<file path="config.mk">
export PLATFORM = sky130hd
export DESIGN_NAME = parport_floppy_pin_mux
export DESIGN_NICKNAME = d
export VERILOG_FILES = /design/src/design/parport_floppy_pin_mux_pkg.sv /design/src/design/parport_floppy_pin_mux.sv
export VERILOG_INCLUDE_DIRS = /design/src /design/src/design
export SDC_FILE = /design/constraint.sdc
export NUM_CORES = 1
export LEC_CHECK = 0
export BUFFER_PORTS_ARGS = -buffer_cell sky130_fd_sc_hd__buf_4
export CAP_MARGIN = 20
export CORE_MARGIN = 5
export CORE_UTILIZATION = 44
export CTS_CLUSTER_DIAMETER = 150
export DETAILED_ROUTE_END_ITERATION = 10
export PLACE_DENSITY = 0.85
export SLEW_MARGIN = 20
export SYNTH_ARGS = -nofsm -noshare
export SYNTH_HDL_FRONTEND = slang
export SYNTH_SLANG_ARGS = --single-unit
</file>
<file path="constraint.sdc">
create_clock -name core_clk -period 1.9 [get_ports core_clk]
set_input_delay 0.19 -clock core_clk [delete_from_list [all_inputs] [get_ports core_clk]]
set_output_delay 0.19 -clock core_clk [all_outputs]
set_load 0.02 [all_outputs]
</file>
<file path="src/design/parport_floppy_pin_mux_consts.svh">
// register indices, field positions and fixed values of the floppy pin multiplexer
`ifndef PARPORT_FLOPPY_PIN_MUX_CONSTS_SVH
`define PARPORT_FLOPPY_PIN_MUX_CONSTS_SVH

// register indices; byte address is four times the index
`define IDX_PORT_DATA 8'h00
`define IDX_PORT_CTRL 8'h01
`define IDX_PORT_STAT 8'h02
`define IDX_MUX_CFG 8'h04
`define IDX_MUX_STAT 8'h05
`define IDX_MODE_SEL 8'hf1

// address layout
`define ADDR_IDX_LSB 2
`define ADDR_IDX_MSB 9
`define ADDR_TOP_LSB 10

// port control register fields
`define CTRL_STROBE 0
`define CTRL_AUTOFD 1
`define CTRL_INIT 2
`define CTRL_SELIN 3
`define CTRL_IRQ_EN 4
`define CTRL_DIR 5

// mux configuration register fields
`define CFG_POWER 0
`define CFG_ECP 1
`define CFG_DMA_EN 2
`define CFG_INT_LOW 3

// mode select register fields
`define MODE_CTRL_LO 0
`define MODE_CTRL_HI 1

// fixed read values while the floppy path owns the connector
`define CTRL_CABLE_OFF 8'h04
`define STAT_CABLE_OFF 8'h48

// reset values
`define RST_DATA 8'h00
`define RST_CTRL 8'h00
`define RST_CFG 8'h00
`define RST_MODE 8'h00

// bus responses
`define RESP_OKAY 2'b00
`define RESP_SLVERR 2'b10

`endif

</file>
<file path="src/design/parport_floppy_pin_mux_pkg.sv">
// types shared by the floppy pin multiplexer
package parport_floppy_pin_mux_pkg;

  // connector pins at pin level
  typedef struct packed {
    logic [7:0] data;
    logic strobe;
    logic autofd;
    logic init;
    logic selin;
    logic ack;
    logic busy;
    logic paper_end;
    logic select;
    logic error;
  } pp_pins_t;

  // floppy controller outputs at pin level
  typedef struct packed {
    logic write_data_out;
    logic density_select;
    logic head_select;
    logic write_gate;
    logic step_direction;
    logic step_pulse;
    logic drive_select_zero;
    logic drive_select_one;
    logic motor_on_zero;
    logic motor_on_one;
  } fdc_out_t;

  // floppy drive status inputs at pin level
  typedef struct packed {
    logic index_pulse_in;
    logic track_zero_in;
    logic write_protect_in;
    logic read_data_in;
    logic disk_change_in;
  } fdc_in_t;

  typedef enum logic [1:0] {
    MUX_NORMAL = 2'b00,
    FLOPPY_SINGLE_DRIVE_MUX = 2'b01,
    FLOPPY_DUAL_DRIVE_MUX = 2'b10
  } mux_mode_t;

endpackage

</file>
<file path="src/design/parport_floppy_pin_mux.sv">
// floppy-over-parallel pin multiplexer with its axi4-lite register slave
`timescale 1ns/1ps
`include "parport_floppy_pin_mux_consts.svh"

module parport_floppy_pin_mux #(
  parameter int ADDR_W = 12
) (
  input wire logic core_clk,
  input wire logic rstn,
  // axi4-lite slave
  input wire logic [ADDR_W-1:0] s_axi_awaddr,
  input wire logic s_axi_awvalid,
  output logic s_axi_awready,
  input wire logic [31:0] s_axi_wdata,
  input wire logic [3:0] s_axi_wstrb,
  input wire logic s_axi_wvalid,
  output logic s_axi_wready,
  output logic [1:0] s_axi_bresp,
  output logic s_axi_bvalid,
  input wire logic s_axi_bready,
  input wire logic [ADDR_W-1:0] s_axi_araddr,
  input wire logic s_axi_arvalid,
  output logic s_axi_arready,
  output logic [31:0] s_axi_rdata,
  output logic [1:0] s_axi_rresp,
  output logic s_axi_rvalid,
  input wire logic s_axi_rready,
  // floppy controller core side
  input wire parport_floppy_pin_mux_pkg::fdc_out_t fdc_core_out,
  input wire logic [1:0] fdc_drive_sel,
  output parport_floppy_pin_mux_pkg::fdc_in_t fdc_core_in,
  // native floppy pins
  output parport_floppy_pin_mux_pkg::fdc_out_t fdc_native_out,
  output parport_floppy_pin_mux_pkg::fdc_out_t fdc_native_oe_n,
  input wire parport_floppy_pin_mux_pkg::fdc_in_t fdc_native_in,
  // parallel connector pins
  input wire parport_floppy_pin_mux_pkg::pp_pins_t pp_pin_in,
  output parport_floppy_pin_mux_pkg::pp_pins_t pp_pin_out,
  output parport_floppy_pin_mux_pkg::pp_pins_t pp_pin_oe_n,
  // parallel port dma and interrupt
  input wire logic port_dma_acknowledge,
  input wire logic port_dma_req_core,
  output logic port_dma_ack_core,
  output logic port_dma_request,
  output logic port_dma_request_oe_n,
  output logic port_interrupt_out,
  output logic port_interrupt_out_oe_n
);
  import parport_floppy_pin_mux_pkg::*;

  // registers
  logic [7:0] data_q;
  logic [7:0] ctrl_q;
  logic [7:0] cfg_q;
  logic [7:0] mode_q;

  // synchronisers: first stage read only by the second
  pp_pins_t pp_meta_q;
  pp_pins_t pp_sync_q;
  fdc_in_t fdc_meta_q;
  fdc_in_t fdc_sync_q;
  logic dack_meta_q;
  logic dack_sync_q;

  // bus state
  logic aw_full_q;
  logic w_full_q;
  logic [ADDR_W-1:0] awaddr_q;
  logic [31:0] wdata_q;
  logic [3:0] wstrb_q;
  logic do_write;
  logic wr_ok;
  logic rd_ok;
  logic [7:0] rd_byte;
  logic [7:0] wr_idx;
  logic [7:0] rd_idx;

  // mux state
  mux_mode_t mode;
  logic floppy_on;
  logic port_on;
  logic routed_sel;
  pp_pins_t pp_out_d;
  pp_pins_t pp_oe_n_d;
  fdc_in_t fdc_in_d;
  logic drq_d;
  logic drq_oe_n_d;
  logic irq_d;
  logic irq_oe_n_d;

  // two-flop synchronisers for everything arriving from pins
  always_ff @(posedge core_clk)
  begin
    if (!rstn)
    begin
      pp_meta_q <= '1;
      pp_sync_q <= '1;
      fdc_meta_q <= '1;
      fdc_sync_q <= '1;
      dack_meta_q <= 1'b1;
      dack_sync_q <= 1'b1;
    end
    else
    begin
      pp_meta_q <= pp_pin_in;
      pp_sync_q <= pp_meta_q;
      fdc_meta_q <= fdc_native_in;
      fdc_sync_q <= fdc_meta_q;
      dack_meta_q <= port_dma_acknowledge;
      dack_sync_q <= dack_meta_q;
    end
  end

  // mode decode; hi bit wins so both set means two drives
  always_comb
  begin
    if (mode_q[`MODE_CTRL_HI])
      mode = FLOPPY_DUAL_DRIVE_MUX;
    else if (mode_q[`MODE_CTRL_LO])
      mode = FLOPPY_SINGLE_DRIVE_MUX;
    else
      mode = MUX_NORMAL;
  end

  // power bit only gates the parallel port, never the floppy path
  assign floppy_on = (mode != MUX_NORMAL);
  assign port_on = !floppy_on && cfg_q[`CFG_POWER];

  // is the drive currently selected by the controller the one on the connector
  always_comb
  begin
    unique case (mode)
      FLOPPY_SINGLE_DRIVE_MUX: routed_sel = fdc_drive_sel[1];
      FLOPPY_DUAL_DRIVE_MUX: routed_sel = |fdc_drive_sel;
      default: routed_sel = 1'b0;
    endcase
  end

  // connector pin drive; everything released by default
  always_comb
  begin
    pp_out_d = '0;
    pp_oe_n_d = '1;
    if (floppy_on)
    begin
      // control pins become floppy outputs
      pp_out_d.ack = fdc_core_out.drive_select_one;
      pp_out_d.busy = fdc_core_out.motor_on_one;
      pp_out_d.paper_end = fdc_core_out.write_data_out;
      pp_out_d.select = fdc_core_out.write_gate;
      pp_out_d.autofd = fdc_core_out.density_select;
      pp_out_d.error = fdc_core_out.head_select;
      pp_out_d.init = fdc_core_out.step_direction;
      pp_out_d.selin = fdc_core_out.step_pulse;
      pp_oe_n_d.ack = 1'b0;
      pp_oe_n_d.busy = 1'b0;
      pp_oe_n_d.paper_end = 1'b0;
      pp_oe_n_d.select = 1'b0;
      pp_oe_n_d.autofd = 1'b0;
      pp_oe_n_d.error = 1'b0;
      pp_oe_n_d.init = 1'b0;
      pp_oe_n_d.selin = 1'b0;
      // data 0-4 stay inputs, data 5 and 7 are left floating
      if (mode == FLOPPY_DUAL_DRIVE_MUX)
      begin
        pp_out_d.strobe = fdc_core_out.drive_select_zero;
        pp_out_d.data[6] = fdc_core_out.motor_on_zero;
        pp_oe_n_d.strobe = 1'b0;
        pp_oe_n_d.data[6] = 1'b0;
      end
    end
    else if (port_on)
    begin
      // plain port, data lines released while the ctrl dir bit is set; control pins are active-low except init
      pp_out_d.data = data_q;
      pp_oe_n_d.data = {8{ctrl_q[`CTRL_DIR]}};
      pp_out_d.strobe = !ctrl_q[`CTRL_STROBE];
      pp_out_d.autofd = !ctrl_q[`CTRL_AUTOFD];
      pp_out_d.init = ctrl_q[`CTRL_INIT];
      pp_out_d.selin = !ctrl_q[`CTRL_SELIN];
      pp_oe_n_d.strobe = 1'b0;
      pp_oe_n_d.autofd = 1'b0;
      pp_oe_n_d.init = 1'b0;
      pp_oe_n_d.selin = 1'b0;
    end
  end

  // status inputs to the floppy controller come from the routed source
  always_comb
  begin
    if (routed_sel)
    begin
      fdc_in_d.index_pulse_in = pp_sync_q.data[0];
      fdc_in_d.track_zero_in = pp_sync_q.data[1];
      fdc_in_d.write_protect_in = pp_sync_q.data[2];
      fdc_in_d.read_data_in = pp_sync_q.data[3];
      fdc_in_d.disk_change_in = pp_sync_q.data[4];
    end
    else
      fdc_in_d = fdc_sync_q;
  end

  // dma request and interrupt pins
  always_comb
  begin
    drq_d = 1'b0;
    drq_oe_n_d = 1'b1;
    irq_d = 1'b0;
    irq_oe_n_d = 1'b1;
    if (floppy_on)
    begin
      // low only with ecp and dma enabled, else released
      drq_oe_n_d = !(cfg_q[`CFG_ECP] && cfg_q[`CFG_DMA_EN]);
      irq_oe_n_d = !cfg_q[`CFG_INT_LOW];
    end
    else if (port_on)
    begin
      drq_d = port_dma_req_core && cfg_q[`CFG_DMA_EN];
      drq_oe_n_d = !cfg_q[`CFG_ECP];
      irq_d = ctrl_q[`CTRL_IRQ_EN] && !pp_sync_q.ack;
      irq_oe_n_d = 1'b0;
    end
  end

  // every output leaves from a flop, one cycle behind core-side causes and three behind the pins
  always_ff @(posedge core_clk)
  begin
    if (!rstn)
    begin
      pp_pin_out <= '0;
      pp_pin_oe_n <= '1;
      fdc_native_out <= '1;
      fdc_native_oe_n <= '0;
      fdc_core_in <= '1;
      port_dma_ack_core <= 1'b1;
      port_dma_request <= 1'b0;
      port_dma_request_oe_n <= 1'b1;
      port_interrupt_out <= 1'b0;
      port_interrupt_out_oe_n <= 1'b1;
    end
    else
    begin
      pp_pin_out <= pp_out_d;
      pp_pin_oe_n <= pp_oe_n_d;
      fdc_native_out <= fdc_core_out;
      fdc_native_oe_n <= routed_sel ? '1 : '0;
      fdc_core_in <= fdc_in_d;
      // acknowledge pin ignored in floppy mode, core sees it idle; otherwise synchronised pin passes through
      port_dma_ack_core <= floppy_on ? 1'b1 : dack_sync_q;
      port_dma_request <= drq_d;
      port_dma_request_oe_n <= drq_oe_n_d;
      port_interrupt_out <= irq_d;
      port_interrupt_out_oe_n <= irq_oe_n_d;
    end
  end

  // address decode
  assign wr_idx = awaddr_q[`ADDR_IDX_MSB:`ADDR_IDX_LSB];
  assign rd_idx = s_axi_araddr[`ADDR_IDX_MSB:`ADDR_IDX_LSB];

  function automatic logic idx_mapped(input logic [7:0] idx, input logic writable);
    logic hit;
    hit = (idx == `IDX_PORT_DATA) || (idx == `IDX_PORT_CTRL) || (idx == `IDX_MUX_CFG) ||
          (idx == `IDX_MODE_SEL);
    if (!writable)
      hit = hit || (idx == `IDX_PORT_STAT) || (idx == `IDX_MUX_STAT);
    return hit;
  endfunction

  assign wr_ok = (awaddr_q[ADDR_W-1:`ADDR_TOP_LSB] == '0) && idx_mapped(wr_idx, 1'b1);
  assign rd_ok = (s_axi_araddr[ADDR_W-1:`ADDR_TOP_LSB] == '0) && idx_mapped(rd_idx, 1'b0);
  assign do_write = aw_full_q && w_full_q && !s_axi_bvalid;

  // write channels: address and data taken in either order, one write at a time
  always_ff @(posedge core_clk)
  begin
    if (!rstn)
    begin
      aw_full_q <= 1'b0;
      w_full_q <= 1'b0;
      awaddr_q <= '0;
      wdata_q <= '0;
      wstrb_q <= '0;
      s_axi_awready <= 1'b1;
      s_axi_wready <= 1'b1;
      s_axi_bvalid <= 1'b0;
      s_axi_bresp <= `RESP_OKAY;
    end
    else
    begin
      if (s_axi_awvalid && s_axi_awready)
      begin
        aw_full_q <= 1'b1;
        awaddr_q <= s_axi_awaddr;
        s_axi_awready <= 1'b0;
      end
      if (s_axi_wvalid && s_axi_wready)
      begin
        w_full_q <= 1'b1;
        wdata_q <= s_axi_wdata;
        wstrb_q <= s_axi_wstrb;
        s_axi_wready <= 1'b0;
      end
      if (do_write)
      begin
        aw_full_q <= 1'b0;
        w_full_q <= 1'b0;
        s_axi_bvalid <= 1'b1;
        s_axi_bresp <= wr_ok ? `RESP_OKAY : `RESP_SLVERR;
      end
      if (s_axi_bvalid && s_axi_bready)
      begin
        s_axi_bvalid <= 1'b0;
        s_axi_awready <= 1'b1;
        s_axi_wready <= 1'b1;
      end
    end
  end

  // register storage; only the low byte lane carries data
  always_ff @(posedge core_clk)
  begin
    if (!rstn)
    begin
      data_q <= `RST_DATA;
      ctrl_q <= `RST_CTRL;
      cfg_q <= `RST_CFG;
      mode_q <= `RST_MODE;
    end
    else if (do_write && wr_ok && wstrb_q[0])
    begin
      unique case (wr_idx)
        `IDX_PORT_DATA: data_q <= wdata_q[7:0];
        `IDX_PORT_CTRL: ctrl_q <= wdata_q[7:0];
        `IDX_MUX_CFG: cfg_q <= wdata_q[7:0];
        `IDX_MODE_SEL: mode_q <= wdata_q[7:0];
        default: ;
      endcase
    end
  end

  // read data selection
  always_comb
  begin
    rd_byte = 8'h00;
    unique case (rd_idx)
      `IDX_PORT_DATA:
        rd_byte = (port_on && ctrl_q[`CTRL_DIR]) ? pp_sync_q.data : data_q;
      `IDX_PORT_CTRL:
        rd_byte = floppy_on ? `CTRL_CABLE_OFF : ctrl_q;
      `IDX_PORT_STAT:
        rd_byte = floppy_on ? `STAT_CABLE_OFF :
                  {!pp_sync_q.busy, pp_sync_q.ack, pp_sync_q.paper_end, pp_sync_q.select,
                   pp_sync_q.error, 3'b000};
      `IDX_MUX_CFG:
        rd_byte = cfg_q;
      `IDX_MUX_STAT:
        rd_byte = {3'b000, routed_sel, port_on, floppy_on, mode};
      `IDX_MODE_SEL:
        rd_byte = mode_q;
      default: rd_byte = 8'h00;
    endcase
  end

  // read channel answers one cycle after the address is taken
  always_ff @(posedge core_clk)
  begin
    if (!rstn)
    begin
      s_axi_arready <= 1'b1;
      s_axi_rvalid <= 1'b0;
      s_axi_rdata <= 32'h0000_0000;
      s_axi_rresp <= `RESP_OKAY;
    end
    else
    begin
      if (s_axi_arvalid && s_axi_arready)
      begin
        s_axi_arready <= 1'b0;
        s_axi_rvalid <= 1'b1;
        s_axi_rdata <= rd_ok ? {24'h000000, rd_byte} : 32'h0000_0000;
        s_axi_rresp <= rd_ok ? `RESP_OKAY : `RESP_SLVERR;
      end
      if (s_axi_rvalid && s_axi_rready)
      begin
        s_axi_rvalid <= 1'b0;
        s_axi_arready <= 1'b1;
      end
    end
  end

endmodule

</file>
Word level (Yosys, flattened, before mapping)
Cells that the tools add are included.
Widths: inputs -> output; s select.
{"block": "classes", "n_reduce_logical": 50, "mux": 26, "eq_ne": 10, "n_bitwise": 2}
{"cell": "$pmux 8 s6", "n": 1}
{"cell": "$mux 8", "n": 4}
{"cell": "$eq 8x3->1 const B", "n": 3}
{"cell": "$mux 11", "n": 2}
{"cell": "$eq 8x1->1 const B", "n": 2}
{"cell": "$eq 8x8->1 const B", "n": 2}
{"cell": "$logic_and 1x1->1", "n": 16}
{"cell": "$logic_not 8->1", "n": 2}
{"cell": "$logic_not 1->1", "n": 10}
{"cell": "$mux 1", "n": 10}
{"cell": "$mux 10", "n": 1}
{"cell": "$mux 5", "n": 2}
{"cell": "$reduce_and 2->1", "n": 5}
{"cell": "$reduce_or 2->1", "n": 5}
{"cell": "$eq 8x2->1 const B", "n": 1}
{"cell": "$logic_or 1x1->1", "n": 8}
{"cell": "$mux 4", "n": 2}
{"cell": "$mux 2", "n": 3}
{"cell": "$logic_not 2->1", "n": 2}
{"cell": "$reduce_or 3->1", "n": 1}
{"cell": "$eq 2x1->1 const B", "n": 1}
{"cell": "$eq 2x2->1 const B", "n": 1}
{"cell": "$not 1->1", "n": 2}
{"cell": "$pmux 1 s2", "n": 1}
{"cell": "$reduce_bool 2->1", "n": 1}
{"block": "word_totals", "register_bits": 192}

Longest topological paths before layout
Gate-level depths: netlist of run 1.
{"block": "depth", "ltp_word": 9, "ltp_mapped": 7, "mapped_depth_nobuf": 5}

Worst setup path before layout of run 1
OpenSTA, ideal clock, no wires.
{"block": "synth_timing", "path_kind": "flip-flop to flip-flop", "from": "reg cfg_q[0]", "to": "reg s_axi_rdata[2]", "path_buffers": 2, "slack_ns": -0.003, "setup_time_ns": 0.123, "arrival_time_ns": 1.780, "period_less_slack_ns": 1.903, "path_stages_with_launch": 8, "cell_sequence": "dfxtp_1 clkbuf_1 nor4bb_1 buf_2 mux2_2 a222oi_1 a2bb2oi_1 o21ai_0"}
{"block": "synth_via", "elab_chain_cells": 5}
{"element": "from (decl)", "line_no": "parport_floppy_pin_mux.sv:54", "source": "logic [7:0] cfg_q;"}
{"element": "from (signal assigned)", "line_no": "parport_floppy_pin_mux.sv:327", "source": "cfg_q <= `RST_CFG;"}
{"element": "from (signal assigned)", "line_no": "parport_floppy_pin_mux.sv:335", "source": "`IDX_MUX_CFG: cfg_q <= wdata_q[7:0];"}
{"element": "$logic_and 1x1->1", "line_no": "parport_floppy_pin_mux.sv:127", "source": "assign port_on = !floppy_on && cfg_q[`CFG_POWER];"}
{"element": "$logic_and 1x1->1", "line_no": "parport_floppy_pin_mux.sv:348", "source": "rd_byte = (port_on && ctrl_q[`CTRL_DIR]) ? pp_sync_q.data : data_q;"}
{"element": "$mux 8", "line_no": "parport_floppy_pin_mux.sv:348"}
{"element": "$pmux 8 s6", "line_no": "parport_floppy_pin_mux.sv:346", "source": "unique case (rd_idx)"}
{"element": "$mux 8", "line_no": "parport_floppy_pin_mux.sv:381", "source": "s_axi_rdata <= rd_ok ? {24'h000000, rd_byte} : 32'h0000_0000;"}
{"element": "to (signal assigned)", "line_no": "parport_floppy_pin_mux.sv:381"}
{"element": "to (decl)", "line_no": "parport_floppy_pin_mux.sv:24", "source": "output logic [31:0] s_axi_rdata,"}
No other way between the ends.
A chain may end at the register's enable or synchronous reset.

Worst setup path in the final report of run 1
{"block": "layout_timing", "from": "reg awaddr_q[6]", "to": "reg data_q[3]"}
{"block": "layout_via", "elab_chain_cells": 8, "word_cells_on_any_way": 11, "classes_between": "3 x eq/ne; 8 x reduce/logical"}
{"element": "from (decl)", "line_no": "parport_floppy_pin_mux.sv:68", "source": "logic [ADDR_W-1:0] awaddr_q;"}
{"element": "from (signal assigned)", "line_no": "parport_floppy_pin_mux.sv:294", "source": "awaddr_q <= s_axi_awaddr;"}
{"element": "$eq 8x1->1 or $logic_not 8->1 (tied branches)"}
{"element": "$logic_or 1x1->1 (3 in series)", "line_no": "parport_floppy_pin_mux.sv:263", "source": "hit = (idx == `IDX_PORT_DATA) || (idx == `IDX_PORT_CTRL) || (idx == `IDX_MUX_CFG) ||"}
{"element": "$logic_and 1x1->1", "line_no": "parport_floppy_pin_mux.sv:270", "source": "assign wr_ok = (awaddr_q[ADDR_W-1:`ADDR_TOP_LSB] == '0) && idx_mapped(wr_idx, 1'b1);"}
{"element": "$logic_and 1x1->1 (2 in series)", "line_no": "parport_floppy_pin_mux.sv:330", "source": "else if (do_write && wr_ok && wstrb_q[0])"}
{"element": "$reduce_and 2->1 (no source line) *"}
{"element": "to (signal assigned)", "line_no": "parport_floppy_pin_mux.sv:325", "source": "data_q <= `RST_DATA;"}
{"element": "to (signal assigned)", "line_no": "parport_floppy_pin_mux.sv:333", "source": "`IDX_PORT_DATA: data_q <= wdata_q[7:0];"}
{"element": "to (decl)", "line_no": "parport_floppy_pin_mux.sv:52", "source": "logic [7:0] data_q;"}
Every way passes the cells marked *; elsewhere a longest branch is shown, timed or not.

==> summary.txt, run 1 <==
Worst setup path
  • Buffers & Inverters on Critical Path: 1
  • Setup crit start: awaddr_q[6]
  • Cell breakdown of the critical path: or4_4 > or4_1 > buf_4 > nand3_1 > o21ai_1
  • Maximum fanout encountered on the critical timing path: 16
  • Startpoint class of the critical path: flip-flop
  • RR Startpoint: awaddr_q[6]
  • Arrival time worst endpoint: 2.13 ns
  • Crit path capture type: flip-flop
  • Critical path's top delay family: simple AND/OR/NAND/NOR gates
  • Worst setup path category: flip-flop to flip-flop
  • Stage delay of the slowest cell on the critical path: 0.58 ns
  • Critical path required time: 2.20 ns
  • Cell type of the slowest stage on the worst timing path: sky130_fd_sc_hd__or4_4

Floorplan
  • Core Area: 12600 sq um
  • Top-level port count: 208
  • Starting density of the core: 45.0%
  • Die Outline Area: 15300 sq um
  • Horizontal die dimension: 124 um
  • Rows: 41
  • Die height: 124 um

Pwr
  • Static Leakage: 3.16 nW
  • Ratio of total power to cell area: 932 nW/um^2
  • Largest vdd supply drop: 0.000520 V

Min path
  • Hold path start: s_axi_awaddr[6]
  • Worst min-delay path category: primary input to flip-flop

Finish
  • Fraction of layout instances using a drive strength above 1: 27.6%
  • Post-route non-filler standard cell count: 948
  • Number of nets at the end of the flow: 866
  • Fill cells: 1055
  • Number of antenna cells inserted: 0
  • Final core utilization: 61.3%
  • Final instance area: 7730 sq um
  • Area delta synth->final: 36.3%

Place
  • Routability cong.: 0.931
  • Total placed instance area: 6770 sq um
  • Count of input and output buffers: 146
  • Dpl ws: -0.0282 ns
  • Number of placed instances, taps included: 883
  • Half-perimeter wire length of the detailed placement result: 10200 um

STA
  • Tmin final: 1.83 ns
  • Final setup viols: 0
  • Hold Violations, Final: 0
  • Slew Viols, Final: 0
  • Setup repair after global routing missed its margin: no
  • Smallest setup slack after layout: 0.0682 ns
  • Post-route fraction of the period consumed by the critical path: 96.4%
  • Hold Slack: 0.0258 ns
  • Worst clock skew on the final layout: 0.00848 ns
  • Maximum frequency from static timing analysis: 546 MHz

Global routing
  • Global-route usage over all layers: 19.1%
  • Number of antenna violations at the first check in global routing: 0
  • Pin count of the biggest net entering global routing: 51
  • First-pass GRT wire length: 22400 um
  • Vias in the first global route: 4498
  • Grt ovf: 0

Logic synthesis
  • Seq/Total Area, Yosys: 52.6%
  • Warnings from Yosys: 0
  • Synth cell types: 54
  • Number of standard cells after synthesis: 600
  • Number of enable flip-flop cells after synthesis: 0
  • Total of flip-flops plus latches after synthesis: 149
  • Fraction of registers with async set/reset: 0%
  • Synthesized cell area: 5670 sq um
  • Average size of a mapped cell: 9.45 sq um
  • Top flip-flop cell by instance count after synthesis: sky130_fd_sc_hd__dfxtp_1

Clocking
  • Sinks on Clock Net: 149
  • Htree depth: 4
  • TritonCTS clock tree: built
  • Post-CTS Setup Bufs: 0
  • Clock buffer depth: 2
  • Cell at the root of the clock tree: sky130_fd_sc_hd__clkbuf_16
  • Worst-Skew Late Latency: 0.42 ns
  • Reg clk slew, reported paths: 0.06 ns
  • TritonCTS Buffers: 17

Route
  • Vias after detailed routing: 4644
  • Number of nets still failing antenna checks after routing: 0
  • Post-Route WL: 14400 um
  • Routed wire per std cell: 15.2 um
  • Iter 0 DRT Violations: 327
  • Length of the first detailed-routing pass in iterations: 5
  • DRC viols: 0
  • Avg Vias per Cell: 4.90

Flow run
  • Max Cap Violations: 0

Run status
  • Result of the run: complete, no violations
## where the power goes
group          internal (mW)  switching (mW)
Clock                   2.11            1.32
Combinational          0.250           0.260
Sequential              3.21          0.0539
Total                   5.58            1.63
## area by class of cell
| type | instances | area [sq um] | share of cell area, % |
|---|---|---|---|
| clock buffer | 18 | 439 | 5.68 |
| multi-input combinational | 388 | 2300 | 29.7 |
| inverter | 7 | 26.3 | 0.340 |
| clock inverter | 14 | 175 | 2.27 |
| tap | 172 | 215 | 2.78 |
| sequential | 149 | 2980 | 38.6 |
| timing repair buffer | 200 | 1600 | 20.7 |
## sequential cells by signal, indices dropped and copies added, names as in the netlist, 5 cells and up
name	flops
data_q	8
cfg_q	8
fdc_native_out	10
pp_sync_q	13
fdc_meta_q	5
wdata_q	8
mode_q	8
pp_pin_oe_n	5
pp_meta_q	13
fdc_sync_q	5
pp_pin_out	17
awaddr_q	10
ctrl_q	8
fdc_core_in	5
s_axi_rdata	8
## routing by layer
metal	part of all wire, %	track usage (%)
met5	0	0
met3	9.3	5.90
met1	40	23.5
met4	2.0	6.92
met2	48	31.4
## cell usage in the layout, fill, tap and decap left out, drive strengths merged, types with 2 or more instances in the layout
cell type,instances
nand2,80
nand3,36
or3,2
or4,3
nand2b,51
a22oi,5
inv,10
dfxtp,149
a2bb2oi,2
nor3,4
or2,2
bufinv,3
nor2b,12
buf,167
mux2,3
nor4bb,2
mux2i,20
clkinvlp,3
a21boi,20
nor2,12
o21ai,45
nand4,4
clkinv,5
clkbuf,18
a32oi,2
a222oi,2
nor4b,3
and3,9
dlygate4sd3,33
and2,15
conb,26
nor3b,2
nor4,2
a21oi,6
o21a,3
## repair_timing
action	CTS	global route
resized for setup	0	2
setup endpoints to repair	0	15
hold buffers	33	0
hold endpoints to repair	35	0
## metrics by stage
step | power, mW | TNS [ns]
2_1_floorplan | 3.61 | 0
3_3_place_gp | 3.77 | 0
3_5_place_dp | 3.78 | -0.0297
4_1_cts | 7.26 | 0
5_1_grt | 7.48 | 0
6_report | 7.21 | 0
## kinds of logic after synthesis
group,synth area share [%]
other cells,0.0661
mux,4.12
buf+inv,9.02
simple gates,23.6
compound gates,10.6
flops,52.6
## final timing paths
path	cells after the start	slack [ns]	endpoint
max	5	0.07	data_q[3]
min	3	0.03	awaddr_q[6]
max reg2reg	5	0.07	data_q[3]
min reg2reg	1	0.40	pp_sync_q[10]
## worst register-to-register path: stages (launching register included)
cell and delay [ns]:
sky130_fd_sc_hd__dfxtp_1 0.32, sky130_fd_sc_hd__or4_4 0.58, sky130_fd_sc_hd__or4_1 0.42, sky130_fd_sc_hd__buf_4 0.21, sky130_fd_sc_hd__nand3_1 0.11, sky130_fd_sc_hd__o21ai_1 0.07
## cells in the mapped netlist (3+ instances only)
cell,number,area share (%)
sky130_fd_sc_hd__buf_2,4,0.35
sky130_fd_sc_hd__a21oi_1,6,0.53
sky130_fd_sc_hd__nor3_1,4,0.35
sky130_fd_sc_hd__buf_1,3,0.20
sky130_fd_sc_hd__nand4_1,4,0.44
sky130_fd_sc_hd__o21a_1,3,0.40
sky130_fd_sc_hd__nand2_1,80,5.3
sky130_fd_sc_hd__mux2_2,3,0.60
sky130_fd_sc_hd__dfxtp_1,149,53
sky130_fd_sc_hd__nor2b_1,12,1.3
sky130_fd_sc_hd__nand3_1,35,3.1
sky130_fd_sc_hd__buf_4,47,6.2
sky130_fd_sc_hd__a22oi_1,5,0.66
sky130_fd_sc_hd__nor2_1,11,0.73
sky130_fd_sc_hd__nand2b_1,51,5.6
sky130_fd_sc_hd__inv_1,7,0.46
sky130_fd_sc_hd__a21boi_0,20,2.6
sky130_fd_sc_hd__o21ai_1,8,0.71
sky130_fd_sc_hd__o21ai_0,37,3.3
sky130_fd_sc_hd__and2_1,15,1.7
sky130_fd_sc_hd__clkbuf_1,27,1.8
sky130_fd_sc_hd__and3_1,9,0.99
sky130_fd_sc_hd__mux2i_1,20,3.5
No activity file was read; power rests on OpenSTA's default activity.
==> inputs of run 2 (changes only) <==
--- a/config.mk
+++ b/config.mk
@@ -6,13 +6,14 @@
 export SDC_FILE = /design/constraint.sdc
 export NUM_CORES = 1
 export LEC_CHECK = 0
+export ABC_AREA = 1
 export BUFFER_PORTS_ARGS = -buffer_cell sky130_fd_sc_hd__buf_4
 export CAP_MARGIN = 20
 export CORE_MARGIN = 5
-export CORE_UTILIZATION = 44
+export CORE_UTILIZATION = 54
 export CTS_CLUSTER_DIAMETER = 150
 export DETAILED_ROUTE_END_ITERATION = 10
-export PLACE_DENSITY = 0.85
+export PLACE_DENSITY = 0.95
 export SLEW_MARGIN = 20
 export SYNTH_ARGS = -nofsm -noshare
 export SYNTH_HDL_FRONTEND = slang
==> constraint.sdc (replaced) <==
create_clock -name core_clk -period 2.3 [get_ports core_clk]
set_input_delay 0.23 -clock core_clk [delete_from_list [all_inputs] [get_ports core_clk]]
set_output_delay 0.23 -clock core_clk [all_outputs]
set_load 0.02 [all_outputs]
==> run 2 against run 1 <==
  * Total power shrank 17%
  * Combinational power shrank 4.1%
  * Clock power shrank 19%
  * Synthesized area is 5.9% higher
  * Synthesized cell count rose by 34%
  * Clock skew increased by 0.0031 ns
  * Largest power group unchanged
  * Sequential cell count is the same
  * Wire length increased by 13%
  * Global-route usage increased by 5.8 points
==> summary.txt, run 2 <==
Clocking
  • Clock buffer depth: 2
  • Cell at the root of the clock tree: sky130_fd_sc_hd__clkbuf_8
  • Reg clk slew, reported paths: 0.06 ns
  • TritonCTS Buffers: 17
  • Worst-Skew Late Latency: 0.52 ns
  • Post_cts resized: 0
  • Sinks on Clock Net: 149
  • TritonCTS clock tree: built
  • Htree depth: 4

STA
  • Hold Violations, Final: 0
  • Worst slew slack as a fraction of its limit: 62.4%
  • Final setup viols: 0
  • Slew Viols, Final: 0
  • Worst clock skew on the final layout: 0.0116 ns
  • Setup Total Neg Slack: 0 ns
  • Slew of the pin with the lowest slew margin: 0.563 ns
  • Setup repair after global routing missed its margin: no
  • Maximum frequency from static timing analysis: 523 MHz
  • Tmin final: 1.91 ns
  • Post-route fraction of the period consumed by the critical path: 83.1%

Floorplan
  • Top-level port count: 208
  • Die Outline Area: 13300 sq um
  • Rows: 38
  • Starting density of the core: 55.2%
  • Horizontal die dimension: 115 um
  • Core Area: 10900 sq um
  • Die height: 115 um

Finish
  • Flip-flop count of the largest register after layout: 17
  • Area taken by multi-input logic gates: 2320 sq um
  • Final core utilization: 73.4%
  • Number of antenna cells inserted: 0
  • Largest registers: pp_pin_out x17, pp_meta_q x13, pp_sync_q x13
  • Fraction of layout instances using a drive strength above 1: 23.8%
  • Area delta synth->final: 33.1%
  • Number of nets at the end of the flow: 1077
  • Most flop-heavy register: pp_pin_out
  • Final instance area: 7990 sq um
  • Fill cells: 757
  • Most frequent cells in the layout: 189 x sky130_fd_sc_hd__nor2_1, 167 x sky130_fd_sc_hd__nand2_1, 151 x sky130_fd_sc_hd__buf_4
  • Register area: 2980 sq um
  • Commonest non-fill, non-tap cell in the layout: sky130_fd_sc_hd__nor2_1

Logic synthesis
  • Yosys top cell area share: 49.7%
  • Area contributors post-synth: sky130_fd_sc_hd__dfxtp_1 50%, sky130_fd_sc_hd__nor2_1 12%, sky130_fd_sc_hd__nand2_1 10%
  • Area share of xor/xnor cells in the synthesized design: 0%
  • Dominant combinational cell family by area after synthesis: simple AND/OR/NAND/NOR gates
  • Fraction of registers with async set/reset: 0%
  • Number of standard cells after synthesis: 801
  • Most numerous cell in the Yosys netlist: sky130_fd_sc_hd__nor2_1
  • Seq/Total Area, Yosys: 49.7%
  • Top flip-flop cell by instance count after synthesis: sky130_fd_sc_hd__dfxtp_1
  • Synth area leader: sky130_fd_sc_hd__dfxtp_1
  • Warnings from Yosys: 0
  • Average size of a mapped cell: 7.50 sq um
  • Synthesized cell area: 6010 sq um
  • Proportion of synthesized area in mux cells: 0%
  • Synth cell count leaders: 189 x sky130_fd_sc_hd__nor2_1, 167 x sky130_fd_sc_hd__nand2_1, 149 x sky130_fd_sc_hd__dfxtp_1, 68 x sky130_fd_sc_hd__inv_1, 49 x sky130_fd_sc_hd__buf_4
  • Adder and majority gate portion of the synthesized area: 0%
  • Number of enable flip-flop cells after synthesis: 0
  • Compound-cell area share of the yosys netlist: 4.19%
  • Synth cell types: 29
  • Simple-gate area share of the yosys netlist: 32.9%
  • Total of flip-flops plus latches after synthesis: 149

Route
  • Routed wire per std cell: 14.5 um
  • Iter 0 DRT Violations: 489
  • Avg Vias per Cell: 4.91
  • Length of the first detailed-routing pass in iterations: 5
  • Number of nets still failing antenna checks after routing: 0
  • DRC viols: 0
  • Vias after detailed routing: 5529
  • Post-Route WL: 16400 um

Worst setup path
  • Crit path capture type: flip-flop
  • Capturing element of the worst setup path: port_dma_request_oe_n
  • Startpoint class of the critical path: flip-flop
  • Setup crit start: mode_q[1]
  • Number of cells on the worst reg-to-reg path: 6
  • Reg2Reg Setup Slack: 0.39 ns
  • Worst setup path category: flip-flop to flip-flop
  • Arrival time worst endpoint: 2.37 ns
  • Critical path required time: 2.76 ns
  • Maximum fanout encountered on the critical timing path: 15
  • RR Startpoint: mode_q[1]
  • R2r endpoint: port_dma_request_oe_n

Place
  • Total placed instance area: 6890 sq um
  • Count of input and output buffers: 146
  • Routability cong.: 0.960
  • Half-perimeter wire length of the detailed placement result: 10700 um

Min path
  • Worst min-delay path category: primary input to flip-flop

Global routing
  • Number of antenna violations at the first check in global routing: 0
  • Pin count of the biggest net entering global routing: 45
  • First-pass GRT wire length: 25900 um
  • Global-route usage over all layers: 24.8%
  • Grt ovf: 0
  • Vias in the first global route: 5475

Pwr
  • Static Leakage: 3.98 nW
  • Largest vdd supply drop: 0.000594 V
  • Ratio of total power to cell area: 751 nW/um^2

Flow run
  • Max Cap Violations: 0

Run status
  • Result of the run: complete, no violations
==> run 2: cell types whose count changed after synthesis, moves of 6 or more <==
cell,previous run,this run
sky130_fd_sc_hd__and2_1,15,0
sky130_fd_sc_hd__inv_1,7,68
sky130_fd_sc_hd__a21boi_0,20,1
sky130_fd_sc_hd__o21ai_0,37,25
sky130_fd_sc_hd__nor2_1,11,189
sky130_fd_sc_hd__nand4_1,4,10
sky130_fd_sc_hd__o21ai_1,8,0
sky130_fd_sc_hd__clkbuf_1,27,13
sky130_fd_sc_hd__or2_2,2,41
sky130_fd_sc_hd__nand2b_1,51,0
sky130_fd_sc_hd__and3_1,9,0
sky130_fd_sc_hd__mux2i_1,20,0
sky130_fd_sc_hd__nor2b_1,12,0
sky130_fd_sc_hd__nand2_1,80,167
==> run 2: per-layer routing <==
metal | part of all wire, % | wire length, um | up-vias | track usage, %
li1 | - | - | 2730 | -
met4 | 3.4 | 552 | 0 | 10.8
met5 | 0 | 0 | - | 0
met3 | 8.2 | 1350 | 48 | 6.27
met1 | 37 | 5980 | 2508 | 26.7
met2 | 52 | 8480 | 243 | 45.9
==> run 2: layout make-up <==
type                            count  share of cell area [%]
Clock buffer                       21                    5.62
Clock inverter                     10                    1.83
Inverter                           72                    3.38
Multi-Input combinational cell    532                    29.1
Sequential cell                   149                    37.3
Tap cell                          140                    2.19
Timing Repair Buffer              202                    20.6
==> run 2: cell families after synthesis <==
| family | after synthesis |
|---|---|
| flops | 149 |
| simple gates | 461 |
| buf+inv | 145 |
| other cells | 1 |
| compound gates | 45 |
==> run 2: how the worst min path moves through the flow <==
stage,from,end,slack [ns],cells past startpoint
global placement,fdc_meta_q[3],fdc_sync_q[3],0.40,1
finish,s_axi_arvalid,s_axi_arready,0.05,4
CTS,rstn,fdc_native_out[6],0.03,2
floorplan,fdc_core_out[4],fdc_native_out[4],0.33,2
detailed placement,pp_meta_q[9],pp_sync_q[9],0.40,1
global route,rstn,fdc_native_out[6],0.05,2
==> run 2: power breakdown <==
| part | total [mW] | internal [mW] | switching (mW) |
|---|---|---|---|
| registers | 2.73 | 2.67 | 0.0590 |
| clock network | 2.79 | 1.72 | 1.07 |
| logic | 0.489 | 0.228 | 0.261 |
| total | 6.01 | 4.61 | 1.39 |
==> run 2: critical path, stage by stage (launching register included) <==
cell	delay (ns)
sky130_fd_sc_hd__dfxtp_1	0.54
sky130_fd_sc_hd__inv_1	0.12
sky130_fd_sc_hd__nand2_1	0.28
sky130_fd_sc_hd__nor2_1	0.12
sky130_fd_sc_hd__nand2_1	0.45
sky130_fd_sc_hd__o21ai_0	0.24
sky130_fd_sc_hd__nand2_1	0.11
==> run 2: repair_timing <==
action / CTS / global route
hold buffers: 51 / 0
hold endpoints to repair: 60 / 0
setup buffers: 0 / 0
==> run 2: through the flow <==
stage | hold WS, ns | total power [mW] | instances | worst slack [ns]
global placement | 0.395 | 3.17 | 1044 | 0.573
CTS | 0.0310 | 6.01 | 1126 | 0.445
global route | 0.0518 | 6.21 | 1126 | 0.213
floorplan | 0.326 | 3.05 | 826 | 0.836
detailed placement | 0.397 | 3.19 | 1044 | 0.527
finish | 0.0529 | 6.01 | 1126 | 0.389
